### config.mk
export PLATFORM = sky130hd
export DESIGN_NAME = plc_link_cmd
export DESIGN_NICKNAME = d
export VERILOG_FILES = /design/src/inc/plc_link_pkg.sv /design/src/inc/plc_fifo_if.sv /design/src/hdl/plc_link_cmd.sv /design/src/hdl/plc_fifo.sv
export VERILOG_INCLUDE_DIRS = /design/src /design/src/inc
export SDC_FILE = /design/constraint.sdc
export NUM_CORES = 2
export LEC_CHECK = 0
export BUFFER_PORTS_ARGS = -buffer_cell sky130_fd_sc_hd__buf_2
export CAP_MARGIN = 10
export CORE_MARGIN = 1.5
export CORE_UTILIZATION = 45
export DETAILED_ROUTE_END_ITERATION = 10
export GPL_TIMING_DRIVEN = 0
export MAX_ROUTING_LAYER = met4
export PLACE_DENSITY = 0.7
export SLEW_MARGIN = 5
export SYNTH_ARGS = -nofsm -noshare
export SYNTH_HDL_FRONTEND = slang
export SYNTH_SLANG_ARGS = --single-unit
### constraint.sdc
create_clock -name clk -period 13.3 [get_ports clk]
set_clock_uncertainty 0.2 [all_clocks]
set_input_delay 1.995 -clock clk [delete_from_list [all_inputs] [get_ports clk]]
set_output_delay 1.995 -clock clk [all_outputs]
set_load 0.02 [all_outputs]
### src/inc/plc_link_map.svh
`ifndef PLC_LINK_MAP_SVH
`define PLC_LINK_MAP_SVH

// first command letters
`define PLC_CH_MICRO_MAIN 8'h55
`define PLC_CH_MICRO_SUB  8'h56
`define PLC_CH_COMMENT    8'h4b
`define PLC_CH_EXT        8'h44
`define PLC_CH_GLOBAL     8'h47
`define PLC_CH_ECHO       8'h54
// second command letters and global flag characters
`define PLC_CH_READ       8'h52
`define PLC_CH_WRITE      8'h57
`define PLC_CH_ZERO       8'h30
`define PLC_CH_ONE        8'h31

// answers
`define PLC_RSP_OK        8'h00
`define PLC_RSP_AREA_ERR  8'h06
`define PLC_RSP_REJECT    8'h07

// limits
`define PLC_MAX_BYTES     8'h80
`define PLC_MAX_ECHO      8'hfe
`define PLC_EXT_ADDR_MAX  20'h0fbff
`define PLC_DIG_SHORT     3'h4
`define PLC_DIG_LONG      3'h5
`define PLC_DIG_CNT       3'h2
`define PLC_STN_ALL       8'h00

// buffer memory words
`define PLC_BM_OD_START   12'h109
`define PLC_BM_OD_LEN     12'h10a
`define PLC_BM_OD_ERR     12'h10c
`define PLC_OD_ERR_SET    16'h0001
`define PLC_OD_ERR_NONE   16'h0000

// memory spaces on the memory port
`define PLC_SP_MICRO_MAIN 3'h0
`define PLC_SP_MICRO_SUB  3'h1
`define PLC_SP_COMMENT    3'h2
`define PLC_SP_EXT        3'h3
`define PLC_SP_BUF        3'h4

`define PLC_FIFO_W        9
`define PLC_FIFO_D        8

`endif

### src/inc/plc_link_pkg.sv
package plc_link_pkg;
	typedef enum logic [2:0] {P_STN, P_CMD, P_ADDR, P_CNT, P_DATA, P_GFLAG, P_SKIP} plc_pst_t;
	typedef enum logic [2:0] {OP_NONE, OP_RD, OP_WR, OP_ECHO, OP_GLOBAL} plc_op_t;
	typedef enum logic [3:0] {S_IDLE, S_OD_RD, S_CAP, S_OD_HI, S_OD_LO, S_OD_DRAIN,
		S_HEAD, S_WR, S_RD, S_RDPUSH, S_ECHO} plc_seq_t;
endpackage

### src/inc/plc_fifo_if.sv
`timescale 1ns/1ps
`default_nettype none
interface plc_fifo_if #(parameter int W = 9);
	logic         in_valid;
	logic         in_ready;
	logic [W-1:0] in_data;
	logic         out_valid;
	logic         out_ready;
	logic [W-1:0] out_data;
	modport fifo (input in_valid, in_data, out_ready, output in_ready, out_valid, out_data);
	modport user (output in_valid, in_data, out_ready, input in_ready, out_valid, out_data);
endinterface
`default_nettype wire

### src/hdl/plc_link_cmd.sv
// What this block does
// - main and sub program batch reads decoded, up to 128 bytes each.
// - main and sub program batch writes decoded, up to 128 bytes each.
// - program addresses arrive as four ASCII hex digits, converted to binary.
// - program addresses bounded by configured capacity, at most E7FEH.
// - program access whose last byte is at or past capacity answers error 06H.
// - comment memory batch read and write decoded, up to 128 bytes.
// - comment addresses are four ASCII hex digits from zero, 64K max.
// - comment access with start plus count over capacity answers 06H.
// - extension comment read/write decoded; write refused while running without permit.
// - extension addresses are five ASCII hex digits, 00000 to 0FBFF.
// - extension access errors 06H when capacity below start plus count minus one.
// - broadcast command sets or clears the global input flag.
// - station 00H hits every station, other numbers only the match.
// - broadcast command gets no reply.
// - global input flag cleared by reset.
// - busy flag rises at once on send request, drops when sent.
// - send error writes 1 to the error word, 0 means none.
// - send request during a reply waits until the reply is out.
// - reply to a command is deferred until the spontaneous send ends.
// - on half duplex, send waits until the command is fully received.
// - echo test returns received characters unchanged, up to 254.
`timescale 1ns/1ps
`default_nettype none
`include "plc_link_map.svh"
module plc_link_cmd
	import plc_link_pkg::*;
(
	input  wire logic        clk,
	input  wire logic        rst,
	input  wire logic        ce,
	input  wire logic        rx_valid,
	input  wire logic [7:0]  rx_data,
	input  wire logic        rx_last,
	output logic             tx_valid,
	output logic [7:0]       tx_data,
	output logic             tx_last,
	input  wire logic        tx_ready,
	input  wire logic        tx_error,
	input  wire logic        full_duplex_pin,
	input  wire logic        cpu_running_pin,
	input  wire logic        run_write_permit_switch,
	input  wire logic [7:0]  station_pin,
	input  wire logic [16:0] micro_cap,
	input  wire logic [16:0] comment_cap,
	input  wire logic [16:0] ext_cap,
	output logic             mem_rd,
	output logic             mem_we,
	output logic [2:0]       mem_space,
	output logic [19:0]      mem_addr,
	output logic [7:0]       mem_wdata,
	input  wire logic [15:0] mem_rdata,
	input  wire logic [11:0] bm_addr,
	input  wire logic        bm_wr,
	input  wire logic        bm_rd,
	input  wire logic [15:0] bm_wdata,
	output logic [15:0]      bm_rdata,
	input  wire logic        od_request,
	output logic             global_input_flag,
	output logic             ondemand_busy_flag
);
	// ****************************************
	// pin synchronisers
	// ****************************************
	logic [10:0] pin_m_q;
	logic [10:0] pin_s_q;
	logic        full_q;
	logic        run_q;
	logic        permit_q;
	logic [7:0]  stn_id;

	always_ff @(posedge clk or posedge rst) begin
		if (rst) begin
			pin_m_q <= '0;
			pin_s_q <= '0;
		end else if (ce) begin
			pin_m_q <= {full_duplex_pin, cpu_running_pin, run_write_permit_switch, station_pin};
			pin_s_q <= pin_m_q;
		end
	end
	assign {full_q, run_q, permit_q, stn_id} = pin_s_q;

	// ****************************************
	// helpers
	// ****************************************
	function automatic logic [4:0] hex_val(input logic [7:0] c);
		if (c >= 8'h30 && c <= 8'h39) begin
			hex_val = {1'b1, 4'(c - 8'h30)};
		end else if (c >= 8'h41 && c <= 8'h46) begin
			hex_val = {1'b1, 4'(c - 8'h37)};
		end else begin
			hex_val = 5'h00;
		end
	endfunction

	function automatic logic area_ok(input logic [2:0] sp, input logic [19:0] a,
			input logic [7:0] n, input logic [16:0] cap);
		logic [20:0] sum;
		sum = 21'(a) + 21'(n);
		if (sp == `PLC_SP_EXT) begin
			area_ok = (21'(cap) >= 21'(sum - 21'd1)) && (a <= `PLC_EXT_ADDR_MAX);
		end else begin
			area_ok = sum <= 21'(cap);
		end
	endfunction

	// ****************************************
	// command parser
	// ****************************************
	plc_pst_t    pst_q;
	plc_op_t     op_q;
	logic [2:0]  space_q;
	logic [2:0]  dig_q;
	logic [2:0]  ndig_q;
	logic [7:0]  stn_q;
	logic [7:0]  c0_q;
	logic [19:0] addr_q;
	logic [7:0]  cnt_q;
	logic [7:0]  nrx_q;
	logic [3:0]  hi_q;
	logic        half_q;
	logic [7:0]  err_q;
	logic        gval_q;
	logic        gset_q;
	logic        done_q;
	logic        rx_act_q;
	logic [7:0]  buf_q [256];
	logic        resp_take;
	logic        take;
	logic [4:0]  hx;
	logic [16:0] cap;

	assign take = ce && rx_valid && !done_q;
	assign hx   = hex_val(rx_data);
	assign cap  = (space_q == `PLC_SP_COMMENT) ? comment_cap :
	              (space_q == `PLC_SP_EXT) ? ext_cap : micro_cap;

	always_ff @(posedge clk or posedge rst) begin
		if (rst) begin
			rx_act_q <= 1'b0;
		end else if (take) begin
			rx_act_q <= !rx_last;
		end
	end

	always_ff @(posedge clk or posedge rst) begin
		if (rst) begin
			pst_q   <= P_STN;
			op_q    <= OP_NONE;
			space_q <= `PLC_SP_MICRO_MAIN;
			dig_q   <= '0;
			ndig_q  <= `PLC_DIG_SHORT;
			stn_q   <= '0;
			c0_q    <= '0;
			addr_q  <= '0;
			cnt_q   <= '0;
			nrx_q   <= '0;
			hi_q    <= '0;
			half_q  <= 1'b0;
			err_q   <= `PLC_RSP_OK;
			gval_q  <= 1'b0;
			gset_q  <= 1'b0;
			done_q  <= 1'b0;
		end else if (ce) begin
			if (resp_take) begin
				done_q <= 1'b0;
			end
			if (take) begin
				dig_q <= 3'(dig_q + 1'b1);
				case (pst_q)
					P_STN: begin
						if (dig_q == 3'h0) begin
							err_q  <= hx[4] ? `PLC_RSP_OK : `PLC_RSP_AREA_ERR;
							gval_q <= 1'b0;
							nrx_q  <= '0;
							addr_q <= '0;
							cnt_q  <= '0;
							half_q <= 1'b0;
						end else begin
							pst_q <= P_CMD;
							dig_q <= '0;
							if (!hx[4]) begin
								err_q <= `PLC_RSP_AREA_ERR;
							end
						end
						stn_q <= {stn_q[3:0], hx[3:0]};
					end
					P_CMD: begin
						c0_q <= rx_data;
						if (dig_q == 3'h1) begin
							dig_q <= '0;
							pst_q <= P_ADDR;
							op_q  <= (rx_data == `PLC_CH_READ) ? OP_RD : OP_WR;
							ndig_q <= `PLC_DIG_SHORT;
							case (c0_q)
								`PLC_CH_MICRO_MAIN: space_q <= `PLC_SP_MICRO_MAIN;
								`PLC_CH_MICRO_SUB:  space_q <= `PLC_SP_MICRO_SUB;
								`PLC_CH_COMMENT:    space_q <= `PLC_SP_COMMENT;
								`PLC_CH_EXT: begin
									space_q <= `PLC_SP_EXT;
									ndig_q  <= `PLC_DIG_LONG;
									if (rx_data == `PLC_CH_WRITE && run_q && !permit_q) begin
										err_q <= `PLC_RSP_REJECT;
									end
								end
								default: space_q <= `PLC_SP_MICRO_MAIN;
							endcase
							if (c0_q == `PLC_CH_GLOBAL && rx_data == `PLC_CH_WRITE) begin
								op_q  <= OP_GLOBAL;
								pst_q <= P_GFLAG;
							end else if (c0_q == `PLC_CH_ECHO && rx_data == `PLC_CH_ECHO) begin
								op_q  <= OP_ECHO;
								pst_q <= P_CNT;
							end else if ((rx_data != `PLC_CH_READ && rx_data != `PLC_CH_WRITE)
									|| !(c0_q inside {`PLC_CH_MICRO_MAIN, `PLC_CH_MICRO_SUB,
									`PLC_CH_COMMENT, `PLC_CH_EXT})) begin
								err_q <= `PLC_RSP_AREA_ERR;
								pst_q <= P_SKIP;
							end
						end
					end
					P_ADDR: begin
						addr_q <= {addr_q[15:0], hx[3:0]};
						if (!hx[4]) begin
							err_q <= `PLC_RSP_AREA_ERR;
						end
						if (dig_q == 3'(ndig_q - 1'b1)) begin
							dig_q <= '0;
							pst_q <= P_CNT;
						end
					end
					P_CNT: begin
						cnt_q <= {cnt_q[3:0], hx[3:0]};
						if (!hx[4]) begin
							err_q <= `PLC_RSP_AREA_ERR;
						end
						if (dig_q == 3'(`PLC_DIG_CNT - 1'b1)) begin
							dig_q <= '0;
							pst_q <= P_DATA;
							if (op_q == OP_ECHO) begin
								if ({cnt_q[3:0], hx[3:0]} > `PLC_MAX_ECHO) begin
									err_q <= `PLC_RSP_AREA_ERR;
								end
							end else if ({cnt_q[3:0], hx[3:0]} == 8'h00
									|| {cnt_q[3:0], hx[3:0]} > `PLC_MAX_BYTES
									|| !area_ok(space_q, addr_q, {cnt_q[3:0], hx[3:0]}, cap)) begin
								err_q <= `PLC_RSP_AREA_ERR;
							end
						end
					end
					P_DATA: begin
						if (op_q == OP_ECHO) begin
							buf_q[nrx_q] <= rx_data;
							nrx_q        <= 8'(nrx_q + 1'b1);
						end else begin
							half_q <= !half_q;
							hi_q   <= hx[3:0];
							if (half_q) begin
								buf_q[nrx_q] <= {hi_q, hx[3:0]};
								nrx_q        <= 8'(nrx_q + 1'b1);
							end
						end
					end
					P_GFLAG: begin
						gval_q <= 1'b1;
						gset_q <= (rx_data == `PLC_CH_ONE);
						pst_q  <= P_SKIP;
					end
					default: begin
					end
				endcase
				if (rx_last) begin
					pst_q  <= P_STN;
					dig_q  <= '0;
					// only a matching unicast command earns a reply
					done_q <= (op_q != OP_GLOBAL) && (stn_q == stn_id)
					          && (pst_q != P_STN) && (pst_q != P_CMD);
				end
			end
		end
	end

	// ****************************************
	// global input flag
	// ****************************************
	always_ff @(posedge clk or posedge rst) begin
		if (rst) begin
			global_input_flag <= 1'b0;
		end else if (take && rx_last && op_q == OP_GLOBAL
				&& (pst_q == P_GFLAG || (pst_q == P_SKIP && gval_q))) begin
			if (stn_q == `PLC_STN_ALL || stn_q == stn_id) begin
				// flag char may itself close the frame
				global_input_flag <= (pst_q == P_GFLAG) ? (rx_data == `PLC_CH_ONE)
				                     : gset_q;
			end
		end
	end

	// ****************************************
	// buffer memory words
	// ****************************************
	logic [15:0] od_start_q;
	logic [15:0] od_len_q;
	logic [15:0] od_err_q;
	plc_seq_t    seq_q;
	logic        ret_rd_q;
	logic        od_mode;

	assign od_mode = seq_q inside {S_OD_RD, S_CAP, S_OD_HI, S_OD_LO, S_OD_DRAIN} && !ret_rd_q;

	always_ff @(posedge clk or posedge rst) begin
		if (rst) begin
			od_start_q <= '0;
			od_len_q   <= '0;
			bm_rdata   <= '0;
		end else if (ce) begin
			if (bm_wr && bm_addr == `PLC_BM_OD_START) begin
				od_start_q <= bm_wdata;
			end
			if (bm_wr && bm_addr == `PLC_BM_OD_LEN) begin
				od_len_q <= bm_wdata;
			end
			if (bm_rd) begin
				case (bm_addr)
					`PLC_BM_OD_START: bm_rdata <= od_start_q;
					`PLC_BM_OD_LEN:   bm_rdata <= od_len_q;
					`PLC_BM_OD_ERR:   bm_rdata <= od_err_q;
					default:          bm_rdata <= '0;
				endcase
			end
		end
	end

	always_ff @(posedge clk or posedge rst) begin
		if (rst) begin
			od_err_q <= `PLC_OD_ERR_NONE;
		end else if (ce) begin
			if (od_mode && tx_error) begin
				od_err_q <= `PLC_OD_ERR_SET;
			end else if (bm_wr && bm_addr == `PLC_BM_OD_ERR) begin
				od_err_q <= bm_wdata;
			end else if (seq_q == S_IDLE && ondemand_busy_flag && (full_q || !rx_act_q)) begin
				od_err_q <= `PLC_OD_ERR_NONE;
			end
		end
	end

	// ****************************************
	// transmit sequencer
	// ****************************************
	plc_fifo_if #(.W(`PLC_FIFO_W)) fq ();
	logic [15:0] odn_q;
	logic [7:0]  idx_q;
	logic [15:0] hold_q;
	logic        head_last;

	assign head_last    = (err_q != `PLC_RSP_OK) || op_q == OP_WR || cnt_q == 8'h00;
	// reply done once its final byte enters the fifo
	assign resp_take    = ce && fq.in_ready && ((seq_q == S_HEAD && head_last)
	                      || (seq_q inside {S_RDPUSH, S_ECHO} && idx_q == 8'(cnt_q - 1'b1)));
	assign fq.out_ready = tx_ready;
	assign tx_valid     = fq.out_valid;
	assign {tx_last, tx_data} = fq.out_data;

	always_comb begin
		fq.in_valid = 1'b0;
		fq.in_data  = '0;
		case (seq_q)
			S_OD_HI:   begin fq.in_valid = 1'b1; fq.in_data = {1'b0, hold_q[15:8]}; end
			S_OD_LO:   begin fq.in_valid = 1'b1; fq.in_data = {odn_q == 16'h1, hold_q[7:0]}; end
			S_HEAD:    begin fq.in_valid = 1'b1; fq.in_data = {head_last, err_q}; end
			S_RDPUSH:  begin fq.in_valid = 1'b1; fq.in_data = {idx_q == 8'(cnt_q - 1'b1), hold_q[7:0]}; end
			S_ECHO:    begin fq.in_valid = 1'b1; fq.in_data = {idx_q == 8'(cnt_q - 1'b1), buf_q[idx_q]}; end
			default:   begin fq.in_valid = 1'b0; fq.in_data = '0; end
		endcase
	end

	always_ff @(posedge clk or posedge rst) begin
		if (rst) begin
			seq_q              <= S_IDLE;
			odn_q              <= '0;
			idx_q              <= '0;
			hold_q             <= '0;
			ret_rd_q           <= 1'b0;
			ondemand_busy_flag <= 1'b0;
			mem_rd             <= 1'b0;
			mem_we             <= 1'b0;
			mem_space          <= `PLC_SP_MICRO_MAIN;
			mem_addr           <= '0;
			mem_wdata          <= '0;
		end else if (ce) begin
			mem_rd <= 1'b0;
			mem_we <= 1'b0;
			if (od_request) begin
				ondemand_busy_flag <= 1'b1;
			end
			case (seq_q)
				S_IDLE: begin
					idx_q <= '0;
					odn_q <= od_len_q;
					if (ondemand_busy_flag && (full_q || !rx_act_q)) begin
						seq_q    <= (od_len_q == 16'h0) ? S_OD_DRAIN : S_OD_RD;
						ret_rd_q <= 1'b0;
					end else if (done_q) begin
						seq_q <= (err_q == `PLC_RSP_OK && op_q == OP_WR) ? S_WR : S_HEAD;
					end
				end
				S_OD_RD: begin
					mem_rd    <= 1'b1;
					mem_space <= `PLC_SP_BUF;
					mem_addr  <= 20'(od_start_q) + 20'(16'(od_len_q - odn_q));
					seq_q     <= S_CAP;
				end
				S_CAP: begin
					if (!mem_rd) begin
						hold_q <= mem_rdata;
						seq_q  <= ret_rd_q ? S_RDPUSH : S_OD_HI;
					end
				end
				S_OD_HI: if (fq.in_ready) begin
					seq_q <= S_OD_LO;
				end
				S_OD_LO: if (fq.in_ready) begin
					odn_q <= 16'(odn_q - 1'b1);
					seq_q <= (odn_q == 16'h1) ? S_OD_DRAIN : S_OD_RD;
				end
				S_OD_DRAIN: if (!fq.out_valid) begin
					ondemand_busy_flag <= 1'b0;
					seq_q              <= S_IDLE;
				end
				S_WR: begin
					mem_we    <= 1'b1;
					mem_space <= space_q;
					mem_addr  <= addr_q + 20'(idx_q);
					mem_wdata <= buf_q[idx_q];
					idx_q     <= 8'(idx_q + 1'b1);
					if (idx_q == 8'(cnt_q - 1'b1)) begin
						seq_q <= S_HEAD;
					end
				end
				S_HEAD: if (fq.in_ready) begin
					idx_q    <= '0;
					ret_rd_q <= 1'b1;
					if (head_last) begin
						seq_q <= S_IDLE;
					end else begin
						seq_q <= (op_q == OP_ECHO) ? S_ECHO : S_RD;
					end
				end
				S_RD: begin
					mem_rd    <= 1'b1;
					mem_space <= space_q;
					mem_addr  <= addr_q + 20'(idx_q);
					seq_q     <= S_CAP;
				end
				S_RDPUSH: if (fq.in_ready) begin
					idx_q <= 8'(idx_q + 1'b1);
					seq_q <= (idx_q == 8'(cnt_q - 1'b1)) ? S_IDLE : S_RD;
				end
				S_ECHO: if (fq.in_ready) begin
					idx_q <= 8'(idx_q + 1'b1);
					seq_q <= (idx_q == 8'(cnt_q - 1'b1)) ? S_IDLE : S_ECHO;
				end
				default: seq_q <= S_IDLE;
			endcase
		end
	end

	plc_fifo #(.W(`PLC_FIFO_W), .D(`PLC_FIFO_D)) u_fifo (
		.clk (clk),
		.rst (rst),
		.ce  (ce),
		.f   (fq)
	);

	// ****************************************
	// checks
	// ****************************************
	a_busy_rise: assert property (@(posedge clk) disable iff (rst)
		ce && od_request |=> ondemand_busy_flag) else $error("busy flag did not rise");
	a_ext_reject: assert property (@(posedge clk) disable iff (rst)
		mem_we && mem_space == `PLC_SP_EXT |-> err_q == `PLC_RSP_OK) else $error("refused write done");
	a_global_quiet: assert property (@(posedge clk) disable iff (rst)
		!(done_q && op_q == OP_GLOBAL)) else $error("reply queued for broadcast");
	a_od_err_set: assert property (@(posedge clk) disable iff (rst)
		ce && od_mode && tx_error |=> od_err_q == `PLC_OD_ERR_SET) else $error("error word not set");
	a_od_half_hold: assert property (@(posedge clk) disable iff (rst)
		ce && seq_q == S_IDLE && !full_q && rx_act_q |=> !(seq_q inside {S_OD_RD, S_OD_DRAIN}))
		else $error("send started during command on half duplex");
	a_reply_defer: assert property (@(posedge clk) disable iff (rst)
		ce && seq_q == S_IDLE && ondemand_busy_flag && done_q && (full_q || !rx_act_q)
		|=> seq_q inside {S_OD_RD, S_OD_DRAIN}) else $error("reply not deferred");
	a_micro_range: assert property (@(posedge clk) disable iff (rst)
		mem_rd && mem_space inside {`PLC_SP_MICRO_MAIN, `PLC_SP_MICRO_SUB}
		|-> mem_addr < 20'(micro_cap)) else $error("program read past capacity");
	a_echo_limit: assert property (@(posedge clk) disable iff (rst)
		seq_q == S_ECHO |-> cnt_q <= `PLC_MAX_ECHO && err_q == `PLC_RSP_OK)
		else $error("echo beyond limit");
	a_wr_count: assert property (@(posedge clk) disable iff (rst)
		mem_we |-> cnt_q <= `PLC_MAX_BYTES ##1 !(mem_we && seq_q == S_IDLE))
		else $error("write count exceeded");
endmodule
`default_nettype wire

### src/hdl/plc_fifo.sv
`timescale 1ns/1ps
`default_nettype none
module plc_fifo #(
	parameter int W = 9,
	parameter int D = 8
) (
	input  wire logic clk,
	input  wire logic rst,
	input  wire logic ce,
	plc_fifo_if.fifo  f
);
	localparam int AW = $clog2(D);

	logic [W-1:0]  store [D];
	logic [AW-1:0] wr_q;
	logic [AW-1:0] rd_q;
	logic [AW:0]   cnt_q;
	logic          oval_q;
	logic [W-1:0]  odat_q;
	logic          push;
	logic          pop;

	// ****************************************
	// storage plus registered output stage
	// ****************************************
	assign f.in_ready  = (cnt_q != (AW+1)'(D));
	assign push        = f.in_valid && f.in_ready;
	assign pop         = (cnt_q != '0) && (!oval_q || f.out_ready);
	assign f.out_valid = oval_q;
	assign f.out_data  = odat_q;

	always_ff @(posedge clk) begin
		if (ce && push) begin
			store[wr_q] <= f.in_data;
		end
	end

	always_ff @(posedge clk or posedge rst) begin
		if (rst) begin
			wr_q  <= '0;
			rd_q  <= '0;
			cnt_q <= '0;
		end else if (ce) begin
			if (push) begin
				wr_q <= AW'(wr_q + 1'b1);
			end
			if (pop) begin
				rd_q <= AW'(rd_q + 1'b1);
			end
			cnt_q <= (AW+1)'(cnt_q + push - pop);
		end
	end

	always_ff @(posedge clk or posedge rst) begin
		if (rst) begin
			oval_q <= 1'b0;
			odat_q <= '0;
		end else if (ce) begin
			if (pop) begin
				oval_q <= 1'b1;
				odat_q <= store[rd_q];
			end else if (f.out_ready) begin
				oval_q <= 1'b0;
			end
		end
	end
endmodule
`default_nettype wire

==> run metrics <==
pin count of the biggest net entering global routing=between 150 and 200; Clock Latency Late Sink=approximately 0.90 ns; Period minus WS final=a little under 9 ns; FF/Latch Area=70300 um2; share of cells above drive strength 1=roughly a quarter; routed vias/inst=6.27; YS warnings=0; Leakage=36.2 nW; Required @ worst endpoint=between 10 and 15 ns; Mapped Cells=slightly above 5000; Post-Syn Nets=between 5000 and 6000; Seq/Total Area, Yosys=around 71%; HPWL after detailed placement=roughly 190 mm; CP delay by family, top=compound AO/OA/AOI/OAI gates; Worst-path clk slew=~0.06 ns; RSZ-0062 raised after global routing=false; final net count=a little under 6000; Total GRT Usage=roughly a quarter; status=completed; hold-fix buffers at CTS=0; # resized after CTS=0; clock buffer depth=3; commonest non-fill, non-tap cell in the layout=edfxtp_1; detailed-route via count=roughly 55000; post-synthesis simple-gate area fraction=4.13%; cells on worst reg2reg path=9; Multi-input gate area=approximately 27000 um2; Max Cap Viol=0; max incr delay on CP=0.77 ns; residual DRC count=0; Syn Area/Cell=19.0 um2; Port Buf Inserts=approximately 180; CTS Sinks=between 2000 and 2500; maximum clock frequency=~110 MHz; fill count=17129; Synth Area in Compound Gates=around 3.2%; Hold Vio Cnt, Final=0; Slew HR=around 4.4%; clock tree from TritonCTS=yes; main combinational cell family by area after synthesis=multiplexers; min-delay worst type=register to register; fin crit share=about two thirds; postcts setup bufs=0; die area=222000 um2; number of synthesized register bits=2387; Critical Path Source Type=primary input; die width=about 470 um; VDD IR max=roughly 180 uV; initial antenna violation count=26; Die Y-Extent=roughly 470 um; vias in the first global route=about 53000; Adder-Cell Fraction of Synth Area=1.46%; clock root cell=clkbuf_16; Post-Route WL=~280 mm; number of synthesized flops with an enable pin=around 2100; crit path kind=primary input to register; Synth Area in XOR/XNOR=less than 1%; IO Count=between 150 and 200; worst-margin pin slew=roughly 1.4 ns; Buf/Inv on CP=3; Main synth FF type=edfxtp_1; Synth async-reset ratio=11.2%; WP data arrival=around 9.5 ns; slowest CP cell=a31oi_1; Core Util, Final=51.3%; CTS buffer count=224; most frequent cells in the layout=2120 x edfxtp_1, 695 x mux4_2, 399 x nor2_1, 267 x dfrtp_1, 235 x clkbuf_1; setup violators final=0; row count=~170; Hold Path Cell Cnt=2; router iterations before antenna repair=9; CP max FO=7; synth unique cells=77; CP endpoint kind=register; Post-DRT Antenna Nets=0; WL/cell=31.6 um; mux share of post-synthesis cell area=about 17%; RD Place Congestion=0.936; Initial Utilization=45.3%; hold slack=~0.28 ns; H-tree depth=4; Cell Pwr Density=approximately 180 nW/um2; Stages on worst setup path=27; core area=approximately 220000 um2; Final Max Slew Viols=0; GRT overflow=0; post-synthesis cell area=between 90000 and 100000 um2; Area growth syn-to-layout=13.2%; drt initial violations=about 8400; first-pass GRT wire length=slightly below 400 mm
==> cell usage after synthesis, drive strengths merged, types with 11 or more instances <==
master,number,share of area (%)
and3,23,0.15
xor2,42,0.37
o21ai,164,0.83
a222oi,16,0.16
or3,11,0.070
nand2,228,0.87
clkbuf,205,0.78
and2,19,0.12
o21a,13,0.099
nor3,42,0.21
mux4,695,16
ha,107,1.4
xnor2,56,0.50
a22o,22,0.20
a21oi,84,0.43
nand4,20,0.13
nor2b,30,0.19
nand2b,18,0.11
a21o,39,0.30
a22oi,19,0.14
buf,79,0.39
nor4,22,0.15
a211oi,14,0.11
mux2,98,1.1
o22ai,17,0.11
dfrtp,267,6.8
edfxtp,2120,65
mux2i,33,0.34
inv,92,0.35
o31ai,11,0.084
a31oi,11,0.070
nor2,399,1.5
nand3,53,0.27
==> cells by family (layout without fill, tap and decap cells) <==
kind of cell / Yosys count / after routing
other cells: 0 / 27
compound gates: 490 / 490
flops: 2387 / 2387
fa+ha+maj: 112 / 112
mux: 826 / 826
buf+inv: 376 / 1023
xor+xnor: 98 / 98
simple gates: 907 / 907
==> tightest hold or removal path, cell delays in order, from the launching register on <==
cell and delay [ns]:
dfrtp_1 0.34, nand2_1 0.04, o21ai_0 0.06
==> registers in the layout, summed over array words and instances (netlist names), 9 cells and up <==
name / count
buf_q: 2048
u_fifo.store: 72
addr_q: 20
mem_addr: 20
bm_rdata: 16
hold_q: 16
od_err_q: 16
od_len_q: 16
od_start_q: 16
odn_q: 16
pin_m_q: 11
pin_s_q: 11
u_fifo.f.out_data: 9
==> report_power, final <==
| part | switching [mW] | internal (mW) |
|---|---|---|
| clock network | 2.87 | 3.56 |
| registers | 0.135 | 8.38 |
| logic | 3.18 | 2.18 |
| total | 6.19 | 14.1 |
==> metal layers <==
layer | vias up | part of all wire, % | GRT usage, %
met5 | - | 0 | -
met1 | 28669 | 38 | 33.1
met2 | 3445 | 47 | 38.7
li1 | 22014 | - | -
met4 | 0 | 4.1 | 9.24
met3 | 562 | 11 | 6.53
==> area by class of cell <==
type,instances,area share (%)
Antenna cell,27,0.0606
Buffer,284,1.07
Clock buffer,286,5.29
Clock inverter,135,1.29
Inverter,92,0.317
Multi-Input combinational cell,2433,24.0
Sequential cell,2387,63.1
Tap cell,2854,3.20
Timing Repair Buffer,226,1.61
==> through the flow <==
stage	instances	worst slack [ns]	setup TNS, ns	area, um2	power, mW
after global routing	8719	3.88	0	111000	20.9
after CTS	8689	4.53	0	111000	20.3
after floorplan	5196	0.789	0	98500	12.0
final	8724	4.36	0	111000	20.3
after global placement	8233	-7.98	-3561.49	103000	13.9
after detailed placement	8268	3.68	0	104000	13.9
==> worst paths after layout <==
path	start	end	slack (ns)
setup reg to reg	idx_q[3]$_DFFE_PP0P_	u_fifo.store[2][6]$_DFFE_PP_	6.32
max in group asynchronous	rst	od_start_q[6]$_DFFE_PP0P_	10.50
hold reg to reg	u_fifo.f.out_data[8]$_DFFE_PP0P_	u_fifo.f.out_data[8]$_DFFE_PP0P_	0.28
setup / recovery	rx_data[1]	err_q[6]$_DFFE_PP0P_	4.36
hold / removal	u_fifo.f.out_data[8]$_DFFE_PP0P_	u_fifo.f.out_data[8]$_DFFE_PP0P_	0.28
min in group asynchronous	rst	addr_q[18]$_DFFE_PP0P_	1.07
No activity file was read; power rests on OpenSTA's default activity.
